**src/gmdp_cfg.svh**
```systemverilog
// Register offsets, write masks, reset values, pin positions and qualifier select codes for the pin mux block
`ifndef GMDP_CFG_SVH
`define GMDP_CFG_SVH

// ----------------------------------------------------------------------------
// Offsets in 16-bit word addresses
// ----------------------------------------------------------------------------
`define GMDP_PA_CTRL     16'h6f80
`define GMDP_PA_QSEL_LO  16'h6f82
`define GMDP_PA_QSEL_HI  16'h6f84
`define GMDP_PA_MUX_LO   16'h6f86
`define GMDP_PA_MUX_HI   16'h6f88
`define GMDP_PA_DIR      16'h6f8a
`define GMDP_PA_PUD      16'h6f8c
`define GMDP_PB_CTRL     16'h6f90
`define GMDP_PB_QSEL     16'h6f92
`define GMDP_PB_MUX      16'h6f96
`define GMDP_PB_DIR      16'h6f9a
`define GMDP_PB_PUD      16'h6f9c
`define GMDP_AIO_MUX     16'h6fb6
`define GMDP_AIO_DIR     16'h6fba
`define GMDP_PA_DAT      16'h6fc0
`define GMDP_PA_SET      16'h6fc2
`define GMDP_PA_CLR      16'h6fc4
`define GMDP_PA_INV      16'h6fc6
`define GMDP_PB_DAT      16'h6fc8
`define GMDP_PB_SET      16'h6fca
`define GMDP_PB_CLR      16'h6fcc
`define GMDP_PB_INV      16'h6fce
`define GMDP_AIO_DAT     16'h6fd8
`define GMDP_AIO_SET     16'h6fda
`define GMDP_AIO_CLR     16'h6fdc
`define GMDP_AIO_INV     16'h6fde
`define GMDP_XSEL12      16'h6fe0
`define GMDP_XSEL3       16'h6fe2
`define GMDP_WAKE_SEL    16'h6fe8

// ----------------------------------------------------------------------------
// Field masks and reset values
// ----------------------------------------------------------------------------
`define GMDP_MASK_ALL    32'hffffffff
`define GMDP_MASK_PB1    32'h00001fff
`define GMDP_MASK_PB2    32'h03ffffff
`define GMDP_MASK_AIO1   32'h0000ffff
`define GMDP_MASK_XSEL   32'h001f001f
`define GMDP_RST_REG     32'h00000000

// ----------------------------------------------------------------------------
// Pin positions and timing
// ----------------------------------------------------------------------------
`define GMDP_PIN_TDI     35
`define GMDP_PIN_TMS     36
`define GMDP_PIN_TDO     37
`define GMDP_PIN_TCK     38
`define GMDP_QSEL_SYNC   2'h0
`define GMDP_QSEL_3SMP   2'h1
`define GMDP_QSEL_6SMP   2'h2

`endif

```
**src/gmdp_pkg.sv**
```systemverilog
// Types shared by the pin mux block
package gmdp_pkg;

  typedef struct packed {
    logic [31:0]  pa_ctrl;
    logic [63:0]  pa_qsel;
    logic [63:0]  pa_mux;
    logic [31:0]  pa_dir;
    logic [31:0]  pa_pud;
    logic [31:0]  pb_ctrl;
    logic [31:0]  pb_qsel;
    logic [31:0]  pb_mux;
    logic [31:0]  pb_dir;
    logic [31:0]  pb_pud;
    logic [31:0]  aio_mux;
    logic [31:0]  aio_dir;
    logic [31:0]  xsel12;
    logic [31:0]  xsel3;
    logic [31:0]  wake_sel;
    logic [31:0]  pa_lat;
    logic [31:0]  pb_lat;
    logic [31:0]  aio_lat;
    logic [223:0] sel_dly;
    logic [53:0]  cnt;
    logic [269:0] smp;
    logic [44:0]  qual;
    logic [15:0]  aio_smp;
    logic [44:0]  pin_out;
    logic [44:0]  pin_oe;
    logic [44:0]  pud;
    logic [44:0]  periph_in;
    logic [15:0]  aio_out;
    logic [15:0]  aio_oe;
    logic [15:0]  aio_analog;
    logic [2:0]   xint;
    logic         wake;
    logic [31:0]  rdata;
    logic [2:0]   dbg;
  } gmdp_state_t;

endpackage : gmdp_pkg

```
**src/gmdp_gpio.sv**
```systemverilog
// Pin multiplexer with shared debug pins, port A/B and analog-shared lines
//
// What this block does
// Debug port five pins; four double as I/O
// Debug reset level picks debug or I/O
// Debug mode removes I/O from shared pins
// Board clocks device elsewhere during debug sessions
// Three peripheral slots plus software I/O per pin
// 45 pins: port A 0-31, B 32-44
// Registers take 32-bit and 16-bit accesses
// Port B: ctrl, qsel, mux, dir, pud
// Port A qualifier select in two registers
// Port A function select in two registers
// Per-pin direction and pull-up disable bits
// Data, set, clear, toggle per port
// Analog lines get mux, dir, data registers
// Three interrupt selects pick a port A pin
// Wake select picks port A wake pins
// Select registers write only while unlocked
// Mux/qualifier writes act two cycles later
// Reserved mux code leaves pin undefined
// Ones set, clear or invert latch bits
// Direction one drives pin from latch
`include "gmdp_cfg.svh"

module gmdp_gpio (
  input  wire logic         clk,
  input  wire logic         arst_n,
  input  wire logic [15:0]  bus_addr,
  input  wire logic         bus_wr,
  input  wire logic         bus_rd,
  input  wire logic         bus_wide,
  input  wire logic [31:0]  bus_wdata,
  input  wire logic         protected_write_unlock,
  output logic      [31:0]  bus_rdata,
  input  wire logic [44:0]  pin_in,
  output logic      [44:0]  pin_out,
  output logic      [44:0]  pin_oe,
  output logic      [44:0]  pin_pullup_dis,
  input  wire logic [134:0] periph_out,
  input  wire logic [134:0] periph_oe,
  output logic      [44:0]  periph_in,
  input  wire logic [15:0]  analog_shared_io_in,
  output logic      [15:0]  analog_shared_io_out,
  output logic      [15:0]  analog_shared_io_oe,
  output logic      [15:0]  analog_shared_io_analog_en,
  output logic              external_interrupt_one,
  output logic              external_interrupt_two,
  output logic              external_interrupt_three,
  output logic              low_power_wake,
  input  wire logic         dbg_reset,
  input  wire logic         dbg_tdo,
  input  wire logic         dbg_tdo_oe,
  output logic              dbg_tck,
  output logic              dbg_tdi,
  output logic              dbg_tms
);

  gmdp_pkg::gmdp_state_t s_q;
  gmdp_pkg::gmdp_state_t s_d;

  // --------------------------------------------------------------------------
  // Helpers
  // --------------------------------------------------------------------------
  function automatic logic [31:0] put16(input logic [31:0] cur, input logic hi,
                                        input logic [15:0] wd, input logic [31:0] msk);
    logic [31:0] v;
    v = hi ? {wd, cur[15:0]} : {cur[31:16], wd};
    return v & msk;
  endfunction : put16

  function automatic logic [31:0] spread(input logic hi, input logic [15:0] wd);
    return hi ? {wd, 16'h0000} : {16'h0000, wd};
  endfunction : spread

  // --------------------------------------------------------------------------
  // Combinational next state
  // --------------------------------------------------------------------------
  always_comb begin
    logic [1:0]   hsel;
    logic [15:0]  pair;
    logic [15:0]  wd;
    logic [31:0]  m;
    logic [31:0]  rd32;
    logic [44:0]  dir_all;
    logic [44:0]  lat_all;
    logic [44:0]  pud_all;
    logic [7:0]   qp;
    logic [5:0]   tick;
    logic [2:0]   grp;
    logic [1:0]   code;
    logic [1:0]   qs;
    logic [5:0]   w;
    logic         dbg_mode;
    logic [44:0]  in_vis;
    s_d = s_q;
    hsel = '0;
    pair = {bus_addr[15:1], 1'b0};
    wd = '0;
    m = '0;
    rd32 = '0;
    qp = '0;
    tick = '0;
    grp = '0;
    code = '0;
    qs = '0;
    w = '0;
    dir_all = '0;
    lat_all = '0;
    pud_all = '0;
    in_vis = '0;
    dbg_mode = dbg_reset;

    // ------------------------------------------------------------------------
    // Register writes, one halfword lane at a time
    // ------------------------------------------------------------------------
    if (bus_wr) begin
      hsel = bus_wide ? 2'b11 : (bus_addr[0] ? 2'b10 : 2'b01);
    end
    for (int h = 0; h < 2; h++) begin
      wd = (bus_wide && h == 1) ? bus_wdata[31:16] : bus_wdata[15:0];
      m = spread(h[0], wd);
      if (hsel[h]) begin
        unique case (pair)
          `GMDP_PA_DAT:  s_d.pa_lat  = put16(s_d.pa_lat, h[0], wd, `GMDP_MASK_ALL);
          `GMDP_PA_SET:  s_d.pa_lat  = s_d.pa_lat | m;
          `GMDP_PA_CLR:  s_d.pa_lat  = s_d.pa_lat & ~m;
          `GMDP_PA_INV:  s_d.pa_lat  = s_d.pa_lat ^ m;
          `GMDP_PB_DAT:  s_d.pb_lat  = put16(s_d.pb_lat, h[0], wd, `GMDP_MASK_PB1);
          `GMDP_PB_SET:  s_d.pb_lat  = (s_d.pb_lat | m) & `GMDP_MASK_PB1;
          `GMDP_PB_CLR:  s_d.pb_lat  = s_d.pb_lat & ~m;
          `GMDP_PB_INV:  s_d.pb_lat  = (s_d.pb_lat ^ m) & `GMDP_MASK_PB1;
          `GMDP_AIO_DAT: s_d.aio_lat = put16(s_d.aio_lat, h[0], wd, `GMDP_MASK_AIO1);
          `GMDP_AIO_SET: s_d.aio_lat = (s_d.aio_lat | m) & `GMDP_MASK_AIO1;
          `GMDP_AIO_CLR: s_d.aio_lat = s_d.aio_lat & ~m;
          `GMDP_AIO_INV: s_d.aio_lat = (s_d.aio_lat ^ m) & `GMDP_MASK_AIO1;
          default: begin
          end
        endcase
        // Configuration and select registers are write-protected
        if (protected_write_unlock) begin
          unique case (pair)
            `GMDP_PA_CTRL:    s_d.pa_ctrl  = put16(s_d.pa_ctrl, h[0], wd, `GMDP_MASK_ALL);
            `GMDP_PA_QSEL_LO: s_d.pa_qsel[31:0] =
                                put16(s_d.pa_qsel[31:0], h[0], wd, `GMDP_MASK_ALL);
            `GMDP_PA_QSEL_HI: s_d.pa_qsel[63:32] =
                                put16(s_d.pa_qsel[63:32], h[0], wd, `GMDP_MASK_ALL);
            `GMDP_PA_MUX_LO:  s_d.pa_mux[31:0] =
                                put16(s_d.pa_mux[31:0], h[0], wd, `GMDP_MASK_ALL);
            `GMDP_PA_MUX_HI:  s_d.pa_mux[63:32] =
                                put16(s_d.pa_mux[63:32], h[0], wd, `GMDP_MASK_ALL);
            `GMDP_PA_DIR:     s_d.pa_dir   = put16(s_d.pa_dir, h[0], wd, `GMDP_MASK_ALL);
            `GMDP_PA_PUD:     s_d.pa_pud   = put16(s_d.pa_pud, h[0], wd, `GMDP_MASK_ALL);
            `GMDP_PB_CTRL:    s_d.pb_ctrl  = put16(s_d.pb_ctrl, h[0], wd, `GMDP_MASK_AIO1);
            `GMDP_PB_QSEL:    s_d.pb_qsel  = put16(s_d.pb_qsel, h[0], wd, `GMDP_MASK_PB2);
            `GMDP_PB_MUX:     s_d.pb_mux   = put16(s_d.pb_mux, h[0], wd, `GMDP_MASK_PB2);
            `GMDP_PB_DIR:     s_d.pb_dir   = put16(s_d.pb_dir, h[0], wd, `GMDP_MASK_PB1);
            `GMDP_PB_PUD:     s_d.pb_pud   = put16(s_d.pb_pud, h[0], wd, `GMDP_MASK_PB1);
            `GMDP_AIO_MUX:    s_d.aio_mux  = put16(s_d.aio_mux, h[0], wd, `GMDP_MASK_ALL);
            `GMDP_AIO_DIR:    s_d.aio_dir  = put16(s_d.aio_dir, h[0], wd, `GMDP_MASK_AIO1);
            `GMDP_XSEL12:     s_d.xsel12   = put16(s_d.xsel12, h[0], wd, `GMDP_MASK_XSEL);
            `GMDP_XSEL3:      s_d.xsel3    = put16(s_d.xsel3, h[0], wd, `GMDP_MASK_XSEL);
            `GMDP_WAKE_SEL:   s_d.wake_sel = put16(s_d.wake_sel, h[0], wd, `GMDP_MASK_ALL);
            default: begin
            end
          endcase
        end
      end
    end

    // ------------------------------------------------------------------------
    // Mux and qualifier settings reach the pins two clocks after the write
    // ------------------------------------------------------------------------
    s_d.sel_dly = {s_q.pb_qsel, s_q.pa_qsel, s_q.aio_mux, s_q.pb_mux, s_q.pa_mux};

    // ------------------------------------------------------------------------
    // Qualification sampling clock, one divider per group of up to eight pins (pins 40-44 form a group of five)
    // ------------------------------------------------------------------------
    for (int g = 0; g < 6; g++) begin
      qp = (g < 4) ? s_q.pa_ctrl[8*g +: 8] : s_q.pb_ctrl[8*(g-4) +: 8];
      tick[g] = (s_q.cnt[9*g +: 9] == 9'h000);
      // Period of zero samples every clock; otherwise twice the setting
      if (tick[g]) begin
        s_d.cnt[9*g +: 9] = (qp == 8'h00) ? 9'h000 : 9'({qp, 1'b0} - 9'h001);
      end else begin
        s_d.cnt[9*g +: 9] = s_q.cnt[9*g +: 9] - 9'h001;
      end
    end

    // ------------------------------------------------------------------------
    // Per-pin input qualification and output drive
    // ------------------------------------------------------------------------
    dir_all = {s_q.pb_dir[12:0], s_q.pa_dir};
    lat_all = {s_q.pb_lat[12:0], s_q.pa_lat};
    pud_all = {s_q.pb_pud[12:0], s_q.pa_pud};
    for (int p = 0; p < 45; p++) begin
      grp = (p < 32) ? 3'(p / 8) : 3'(4 + (p - 32) / 8);
      code = s_q.sel_dly[2*p +: 2];
      qs = s_q.sel_dly[128 + 2*p +: 2];
      if (tick[grp]) begin
        s_d.smp[6*p +: 6] = {s_q.smp[6*p +: 5], pin_in[p]};
      end
      w = s_q.smp[6*p +: 6];
      unique case (qs)
        `GMDP_QSEL_SYNC: s_d.qual[p] = w[0];
        `GMDP_QSEL_3SMP: begin
          if (w[2:0] == 3'h7 || w[2:0] == 3'h0) begin
            s_d.qual[p] = w[0];
          end
        end
        `GMDP_QSEL_6SMP: begin
          if (w == 6'h3f || w == 6'h00) begin
            s_d.qual[p] = w[0];
          end
        end
        default: s_d.qual[p] = pin_in[p];
      endcase
      // Code zero is software I/O; others hand the pin to a peripheral slot.
      // Reserved slots are whatever the peripheral fabric ties there.
      if (code == 2'h0) begin
        s_d.pin_out[p] = lat_all[p];
        s_d.pin_oe[p] = dir_all[p];
      end else begin
        s_d.pin_out[p] = periph_out[3*p + int'(code) - 1];
        s_d.pin_oe[p] = periph_oe[3*p + int'(code) - 1];
      end
    end
    s_d.pud = pud_all;
    in_vis = s_q.qual;

    // ------------------------------------------------------------------------
    // Shared debug pins
    // ------------------------------------------------------------------------
    if (dbg_mode) begin
      s_d.pin_oe[`GMDP_PIN_TDI] = 1'b0;
      s_d.pin_oe[`GMDP_PIN_TMS] = 1'b0;
      s_d.pin_oe[`GMDP_PIN_TCK] = 1'b0;
      s_d.pin_out[`GMDP_PIN_TDO] = dbg_tdo;
      s_d.pin_oe[`GMDP_PIN_TDO] = dbg_tdo_oe;
      in_vis[`GMDP_PIN_TCK:`GMDP_PIN_TDI] = 4'h0;
    end
    s_d.dbg = dbg_mode ? {pin_in[`GMDP_PIN_TCK], pin_in[`GMDP_PIN_TDI], pin_in[`GMDP_PIN_TMS]}
                       : 3'h0;
    s_d.periph_in = in_vis;

    // ------------------------------------------------------------------------
    // Analog-shared lines: code zero is digital I/O, anything else analog
    // ------------------------------------------------------------------------
    s_d.aio_smp = analog_shared_io_in;
    for (int i = 0; i < 16; i++) begin
      s_d.aio_analog[i] = (s_q.sel_dly[96 + 2*i +: 2] != 2'h0);
      s_d.aio_out[i] = s_q.aio_lat[i];
      s_d.aio_oe[i] = s_q.aio_dir[i] && !s_d.aio_analog[i];
    end

    // ------------------------------------------------------------------------
    // Interrupt and wake source selection from port A
    // ------------------------------------------------------------------------
    s_d.xint[0] = in_vis[s_q.xsel12[4:0]];
    s_d.xint[1] = in_vis[s_q.xsel12[20:16]];
    s_d.xint[2] = in_vis[s_q.xsel3[4:0]];
    s_d.wake = |(in_vis[31:0] & s_q.wake_sel);

    // ------------------------------------------------------------------------
    // Register reads; write-only and unmapped words read as zero
    // ------------------------------------------------------------------------
    unique case (pair)
      `GMDP_PA_CTRL:    rd32 = s_q.pa_ctrl;
      `GMDP_PA_QSEL_LO: rd32 = s_q.pa_qsel[31:0];
      `GMDP_PA_QSEL_HI: rd32 = s_q.pa_qsel[63:32];
      `GMDP_PA_MUX_LO:  rd32 = s_q.pa_mux[31:0];
      `GMDP_PA_MUX_HI:  rd32 = s_q.pa_mux[63:32];
      `GMDP_PA_DIR:     rd32 = s_q.pa_dir;
      `GMDP_PA_PUD:     rd32 = s_q.pa_pud;
      `GMDP_PB_CTRL:    rd32 = s_q.pb_ctrl;
      `GMDP_PB_QSEL:    rd32 = s_q.pb_qsel;
      `GMDP_PB_MUX:     rd32 = s_q.pb_mux;
      `GMDP_PB_DIR:     rd32 = s_q.pb_dir;
      `GMDP_PB_PUD:     rd32 = s_q.pb_pud;
      `GMDP_AIO_MUX:    rd32 = s_q.aio_mux;
      `GMDP_AIO_DIR:    rd32 = s_q.aio_dir;
      // Port A/B data reads return the qualified pin level, not the latch; analog-shared data returns the sampled input
      `GMDP_PA_DAT:     rd32 = in_vis[31:0];
      `GMDP_PB_DAT:     rd32 = {19'h00000, in_vis[44:32]};
      `GMDP_AIO_DAT:    rd32 = {16'h0000, s_q.aio_smp};
      `GMDP_XSEL12:     rd32 = s_q.xsel12;
      `GMDP_XSEL3:      rd32 = s_q.xsel3;
      `GMDP_WAKE_SEL:   rd32 = s_q.wake_sel;
      default:          rd32 = 32'h00000000;
    endcase
    if (bus_rd) begin
      if (bus_wide) begin
        s_d.rdata = rd32;
      end else begin
        s_d.rdata = {16'h0000, bus_addr[0] ? rd32[31:16] : rd32[15:0]};
      end
    end
  end

  // --------------------------------------------------------------------------
  // State register
  // --------------------------------------------------------------------------
  always_ff @(posedge clk or negedge arst_n) begin
    if (!arst_n) begin
      s_q <= '0;
    end else begin
      s_q <= s_d;
    end
  end

  // --------------------------------------------------------------------------
  // Outputs, all straight from the state register
  // --------------------------------------------------------------------------
  assign bus_rdata                  = s_q.rdata;
  assign pin_out                    = s_q.pin_out;
  assign pin_oe                     = s_q.pin_oe;
  assign pin_pullup_dis             = s_q.pud;
  assign periph_in                  = s_q.periph_in;
  assign analog_shared_io_out       = s_q.aio_out;
  assign analog_shared_io_oe        = s_q.aio_oe;
  assign analog_shared_io_analog_en = s_q.aio_analog;
  assign external_interrupt_one     = s_q.xint[0];
  assign external_interrupt_two     = s_q.xint[1];
  assign external_interrupt_three   = s_q.xint[2];
  assign low_power_wake             = s_q.wake;
  assign dbg_tms                    = s_q.dbg[0];
  assign dbg_tdi                    = s_q.dbg[1];
  assign dbg_tck                    = s_q.dbg[2];

endmodule : gmdp_gpio

```
**config.mk**
```make
export PLATFORM = sky130hd
export DESIGN_NAME = gmdp_gpio
export DESIGN_NICKNAME = d
export VERILOG_FILES = /design/src/gmdp_pkg.sv /design/src/gmdp_gpio.sv
export VERILOG_INCLUDE_DIRS = /design/src
export SDC_FILE = /design/constraint.sdc
export NUM_CORES = 2
export LEC_CHECK = 0
export ABC_CLOCK_PERIOD_IN_PS = 3300
export BUFFER_PORTS_ARGS = -buffer_cell sky130_fd_sc_hd__buf_2
export CAP_MARGIN = 20
export CORE_MARGIN = 1
export CORE_UTILIZATION = 62
export CTS_BUF_LIST = sky130_fd_sc_hd__clkbuf_4
export CTS_CLUSTER_SIZE = 24
export DETAILED_ROUTE_END_ITERATION = 6
export PLACE_DENSITY = 0.86
export SLEW_MARGIN = 30
export SYNTH_ARGS = -nofsm -noshare
export SYNTH_HDL_FRONTEND = slang
export SYNTH_SLANG_ARGS = --single-unit
```
**constraint.sdc**
```tcl
create_clock -name clk -period 3.3 [get_ports clk]
set_input_delay 0 -clock clk [delete_from_list [all_inputs] [get_ports clk]]
set_output_delay 0 -clock clk [all_outputs]
set_load 0.02 [all_outputs]
```
==> results of run 1 <==
per-stage QoR:
step / setup WS, ps / hold WS, ps / cell area, sq um / std cells
floorplan: 880.4 / -295.6 / 66860 / 6292
global placement: 254.2 / 92.77 / 71150 / 8039
detailed placement: 211.6 / 94.79 / 71160 / 8039
CTS: 29.59 / 0.2739 / 82830 / 9382
cells by family after synthesis:
kind of cell,count (synthesis),synth area share
AND/OR/NAND/NOR,2135,0.1439
flip-flops,1469,0.5498
AO/OA/AOI/OAI,1355,0.1260
buffers and inverters,750,0.05895
multiplexers,348,0.08101
adder cells (fa/ha/maj),169,0.03163
XOR/XNOR,66,0.008646
synthesized netlist by cell type (55+ instances only):
| cell | n | share of area |
|---|---|---|
| o21ai_0 | 724 | 0.054 |
| mux4_2 | 140 | 0.047 |
| nand2_1 | 1347 | 0.076 |
| ha_1 | 169 | 0.032 |
| nor2_1 | 239 | 0.013 |
| nand4_1 | 66 | 0.0062 |
| mux2_2 | 145 | 0.024 |
| inv_1 | 169 | 0.0095 |
| a22oi_1 | 158 | 0.018 |
| dfrtp_1 | 1469 | 0.55 |
| mux2i_1 | 63 | 0.0094 |
| nor2b_1 | 147 | 0.014 |
| clkbuf_1 | 230 | 0.013 |
| a21oi_1 | 108 | 0.0081 |
| buf_2 | 56 | 0.0042 |
| nor3_1 | 55 | 0.0041 |
| buf_4 | 269 | 0.030 |
| a221oi_1 | 59 | 0.0077 |
per-layer routing:
layer	GRT overflow	global-route usage
met5	1	0.3039
met4	63	0.5781
met3	29	0.5481
met2	103	0.8600
met1	23	0.7479
timing repair:
action	in CTS
hold buffers	719
setup buffers	0
resized for setup	0
endpoints found under the hold margin	2287
==> summary.md, run 1 <==
| Metric | Value |
|---|---|
| Largest net degree at the start of global routing | `95` |
| First-pass GRT wire length | `535.9 mm` |
| GRT overflow | `219` |
| Vias in the first global route | `72460` |
| Synth Flop Type | `dfrtp_1` |
| Post-synthesis sequential area ratio | `0.5498` |
| Error msg | `[ERROR GRT-0116] Global routing finished with congestion. Check the congestion regions in the DRC Viewer.` |
| Mapped cell area | `66860 sq um` |
| Syn Nets | `6849` |
| Root Buffer | `clkbuf_4` |
| GR Util All Layers | `0.7000` |
| TritonCTS Sinks | `1469` |
| Status | `aborted with a tool error` |
| TritonCTS Buffers | `384` |
| Async SR Flop Fraction | `1.000` |
| DP Wirelength | `202.0 mm` |
| Stop stage | `global routing` |
| Flop and latch count out of synthesis | `1469` |
| IO Count | `655` |
| H-tree depth | `5` |
| GPL Wtd Cong | `1.052` |
| I/O Buffers | `654` |
| Rows | `120` |
| Max clock buf depth | `4` |
| Number of distinct library cells after synthesis | `80` |
| Syn Area/Cell | `10.63 sq um` |
| Die X | `330.4 um` |
| Synth warnings | `0` |
| Post-Synthesis Cells | `6292` |
| Initial Utilization | `0.6245` |
| Die height | `330.4 um` |
| Number of enable flip-flop cells after synthesis | `0` |
==> run 2: changes to the inputs <==
- CORE_UTILIZATION: 62 -> 40
- CTS_BUF_LIST: sky130_fd_sc_hd__clkbuf_4 -> not set
- CTS_CLUSTER_SIZE: 24 -> not set
- PLACE_DENSITY: 0.86 -> not set
- PLACE_DENSITY_LB_ADDON: not set -> 0.15
==> run 2 against run 1 <==
Effect of this change:
- the run now ends clean
- synthesized area is the same
- synthesized cell count unchanged
==> summary.md, run 2 <==
| Metric | Value |
|---|---|
| Antenna Violating Nets Remaining | `0` |
| DRC | `0` |
| Post-synth top cells | `dfrtp_1 (1469), nand2_1 (1347), o21ai_0 (724), buf_4 (269), nor2_1 (239)` |
| Flop and latch count out of synthesis | `1469 (unchanged)` |
| Gate power share | `0.138` |
| Kind of critical path | `flip-flop to flip-flop` |
| Util after Layout | `0.4929` |
| Post-synthesis sequential area ratio | `0.5498 (unchanged)` |
| Rows | `149 (+24%)` |
| Share of power burned in registers | `0.485` |
| Mapped cell area | `66860 sq um (unchanged)` |
| GR Layer Usage met3 | `0.07413` |
| Met1 GRT Util | `0.4534` |
| Top cells by area, synth | `dfrtp_1 (55%), nand2_1 (7.6%), o21ai_0 (5.4%), mux4_2 (4.7%), ha_1 (3.2%)` |
| Vias/cell | `5.749` |
| Most used routing layer | `met2` |
| CP max FO | `6` |
| Reg clk slew, reported paths | `60 ps` |
| Async SR Flop Fraction | `1.000 (unchanged)` |
| Buf/Inv on CP | `4` |
| Hold slack final | `50.93 ps` |
| Fin area | `81500 sq um` |
| Initial antenna violation count | `42` |
| Clock period minus worst slack | `3081 ps` |
| Required time of the critical path | `4010 ps` |
| Share of layout cells above drive strength 1 | `0.2120` |
| P&R area growth vs syn | `21.90%` |
| Worst path max stage delay | `580 ps` |
| Final hold vios | `0` |
| Status | `completed` |
| P_leak | `37.94 nW` |
| Max-Cap Viols | `0` |
| CTS resizes | `0 (unchanged)` |
| Cell mode on critical path | `dlygate4sd3_1` |
| TritonCTS Sinks | `1469 (unchanged)` |
| Commonest non-fill, non-tap cells in the layout | `dfrtp_1 (1469), nand2_1 (1347), o21ai_0 (724)` |
| Placed instance area | `72130 sq um (+1.4%)` |
| Die area | `168800 sq um` |
| Die height | `410.8 um (+24%)` |
| Post-Synthesis Cells | `6292 (unchanged)` |
| Max clock buf depth | `3 (-1)` |
| Worst Setup Start Kind | `flip-flop` |
| H-tree depth | `4 (-1)` |
| Psw | `15.12 mW` |
| Switching Share | `0.3044` |
| Clk Latency, worst-skew pair | `840 ps` |
| GRT overflow | `0` |
| Final setup viols | `0` |
| Net count, final | `7739` |
| Worst-margin pin slew | `1037 ps` |
| Clock share of power | `0.377` |
| Vias in the first global route | `52960` |
| Commonest non-fill, non-tap cell in the layout | `dfrtp_1` |
| Syn Nets | `6849 (unchanged)` |
| TritonCTS clock tree | `yes` |
| TritonRoute pass-1 iters | `6` |
| Top-count cell post-synth | `dfrtp_1` |
| DR vias | `54730` |
| Die X | `410.8 um (+24%)` |
| Cell accounting for the most synthesized area | `dfrtp_1` |
| Final WL | `283.6 mm` |
| Biggest register | `s_q` |
| Setup TNS | `0 ps` |
| Worst hold path type | `primary input to flip-flop` |
| RSZ-0062 raised after global routing | `no` |
| DP Wirelength | `216.5 mm (+7.2%)` |
| Critical path capture point type | `flip-flop` |
| Worst rel slew slack | `0.3080` |
| Slowest cell on crit path | `dfrtp_1` |
| GPL Wtd Cong | `1.010 (-4.0%)` |
| Largest net degree at the start of global routing | `124` |
| Max VDD drop | `0.4679 mV` |
| Routed wire per std cell | `29.79 um` |
| Synth warnings | `0 (unchanged)` |
| First-pass GRT wire length | `400.2 mm` |
| Crit path cell chain | `inv_1 > ha_1 > mux4_2 > dlygate4sd3_1 > mux2i_1 > dlygate4sd3_1 > o21ai_0 > buf_4` |
| M2 GR Usage | `0.5030` |
| Yosys top cell area share | `0.5498 (unchanged)` |
| Number of enable flip-flop cells after synthesis | `0 (unchanged)` |
| GR Util All Layers | `0.3339` |
| Clock Skews | `37.57 ps` |
| Core area | `165400 sq um` |
| Fin crit share | `0.9336` |
| Root Buffer | `clkbuf_16` |
| Iter 0 DRT Violations | `6406` |
| IO Count | `655 (unchanged)` |
| Syn Area/Cell | `10.63 sq um (unchanged)` |
| Pint | `34.54 mW` |
| Synth Flop Type | `dfrtp_1` |
| Initial Utilization | `0.4043 (-0.2202)` |
| I/O Buffers | `654 (unchanged)` |
| Max frequency | `324.6 MHz` |
| Number of distinct library cells after synthesis | `80 (unchanged)` |
| CP top delay family | `buffers and inverters` |
| TritonCTS Buffers | `163 (-58%)` |
| Final Max Tran Viols | `0` |
| Largest register FFs | `876` |
| Pwr Density | `609.3 nW/um^2` |
| Crit path DAT | `3790 ps` |
[run 2: cell counts after synthesis]
Identical to the previous run, type by type.
[run 2: power groups by stage]
stage | clock [mW] | sequential (mW) | combinational (mW)
6_report | 18.7 | 24.1 | 6.86
5_1_grt | 19.7 | 24.4 | 7.63
4_1_cts | 19.0 | 24.0 | 6.89
3_5_place_dp | 0 | 24.3 | 6.56
3_3_place_gp | 0 | 24.3 | 6.38
2_1_floorplan | 0 | 22.8 | 4.66
[run 2: cells by family after synthesis]
family	after synthesis	synth area share
adder cells (fa/ha/maj)	169	0.03163
flip-flops	1469	0.5498
multiplexers	348	0.08101
AO/OA/AOI/OAI	1355	0.1260
buffers and inverters	750	0.05895
AND/OR/NAND/NOR	2135	0.1439
XOR/XNOR	66	0.008646
[run 2: tightest hold or removal path, cell delays in order]
cell and delay [ps]:
buf_2 90, mux2i_1 140, nor2_1 60, a21oi_1 160, o21ai_0 280
[run 2: final timing paths]
kind | endpoint | slack [ps] | depth (start not counted) | startpoint
setup / recovery | pin_out[14] | 220 | 8 | s_q[680]
setup reg to reg | pin_out[14] | 220 | 8 | s_q[680]
hold reg to reg | pin_pullup_dis[32] | 420 | 0 | s_d[164]
max in group asynchronous | s_q[521] | 1710 | 6 | arst_n
min in group asynchronous | s_q[477] | 440 | 4 | arst_n
hold / removal | pin_oe[44] | 50 | 5 | periph_oe[134]
[run 2: cell type report]
type	count	area [sq um]
Clock buffer	229	4679
Inverter	169	634.4
Antenna cell	20	50.05
Fill cell	14930	83860
Clock inverter	65	793.3
Timing Repair Buffer	1306	9459
Tap cell	2189	2739
Sequential cell	1469	36760
Multi-Input combinational cell	4073	26390
[run 2: layer usage]
| layer | wire length [um] | up-vias |
|---|---|---|
| met5 | 99 | - |
| li1 | - | 23650 |
| met3 | 24610 | 619 |
| met2 | 125800 | 2723 |
| met1 | 117200 | 27720 |
| met4 | 15910 | 16 |
[run 2: repair_timing]
action	CTS	global route
buffers inserted	0	0
endpoints found under the setup margin	0	0
hold endpoints to repair	1989	0
hold buffers	382	0
[run 2: through the flow]
stage               total power, mW  worst slack [ps]  cells
finish                        49.66             219.1   9520
global placement              30.63             326.6   8824
floorplan                     27.47             880.4   6292
global route                  51.73             139.2   9509
detailed placement            30.85             459.5   8824
CTS                           49.88             233.6   9500
(Power assumes the default switching activity.)
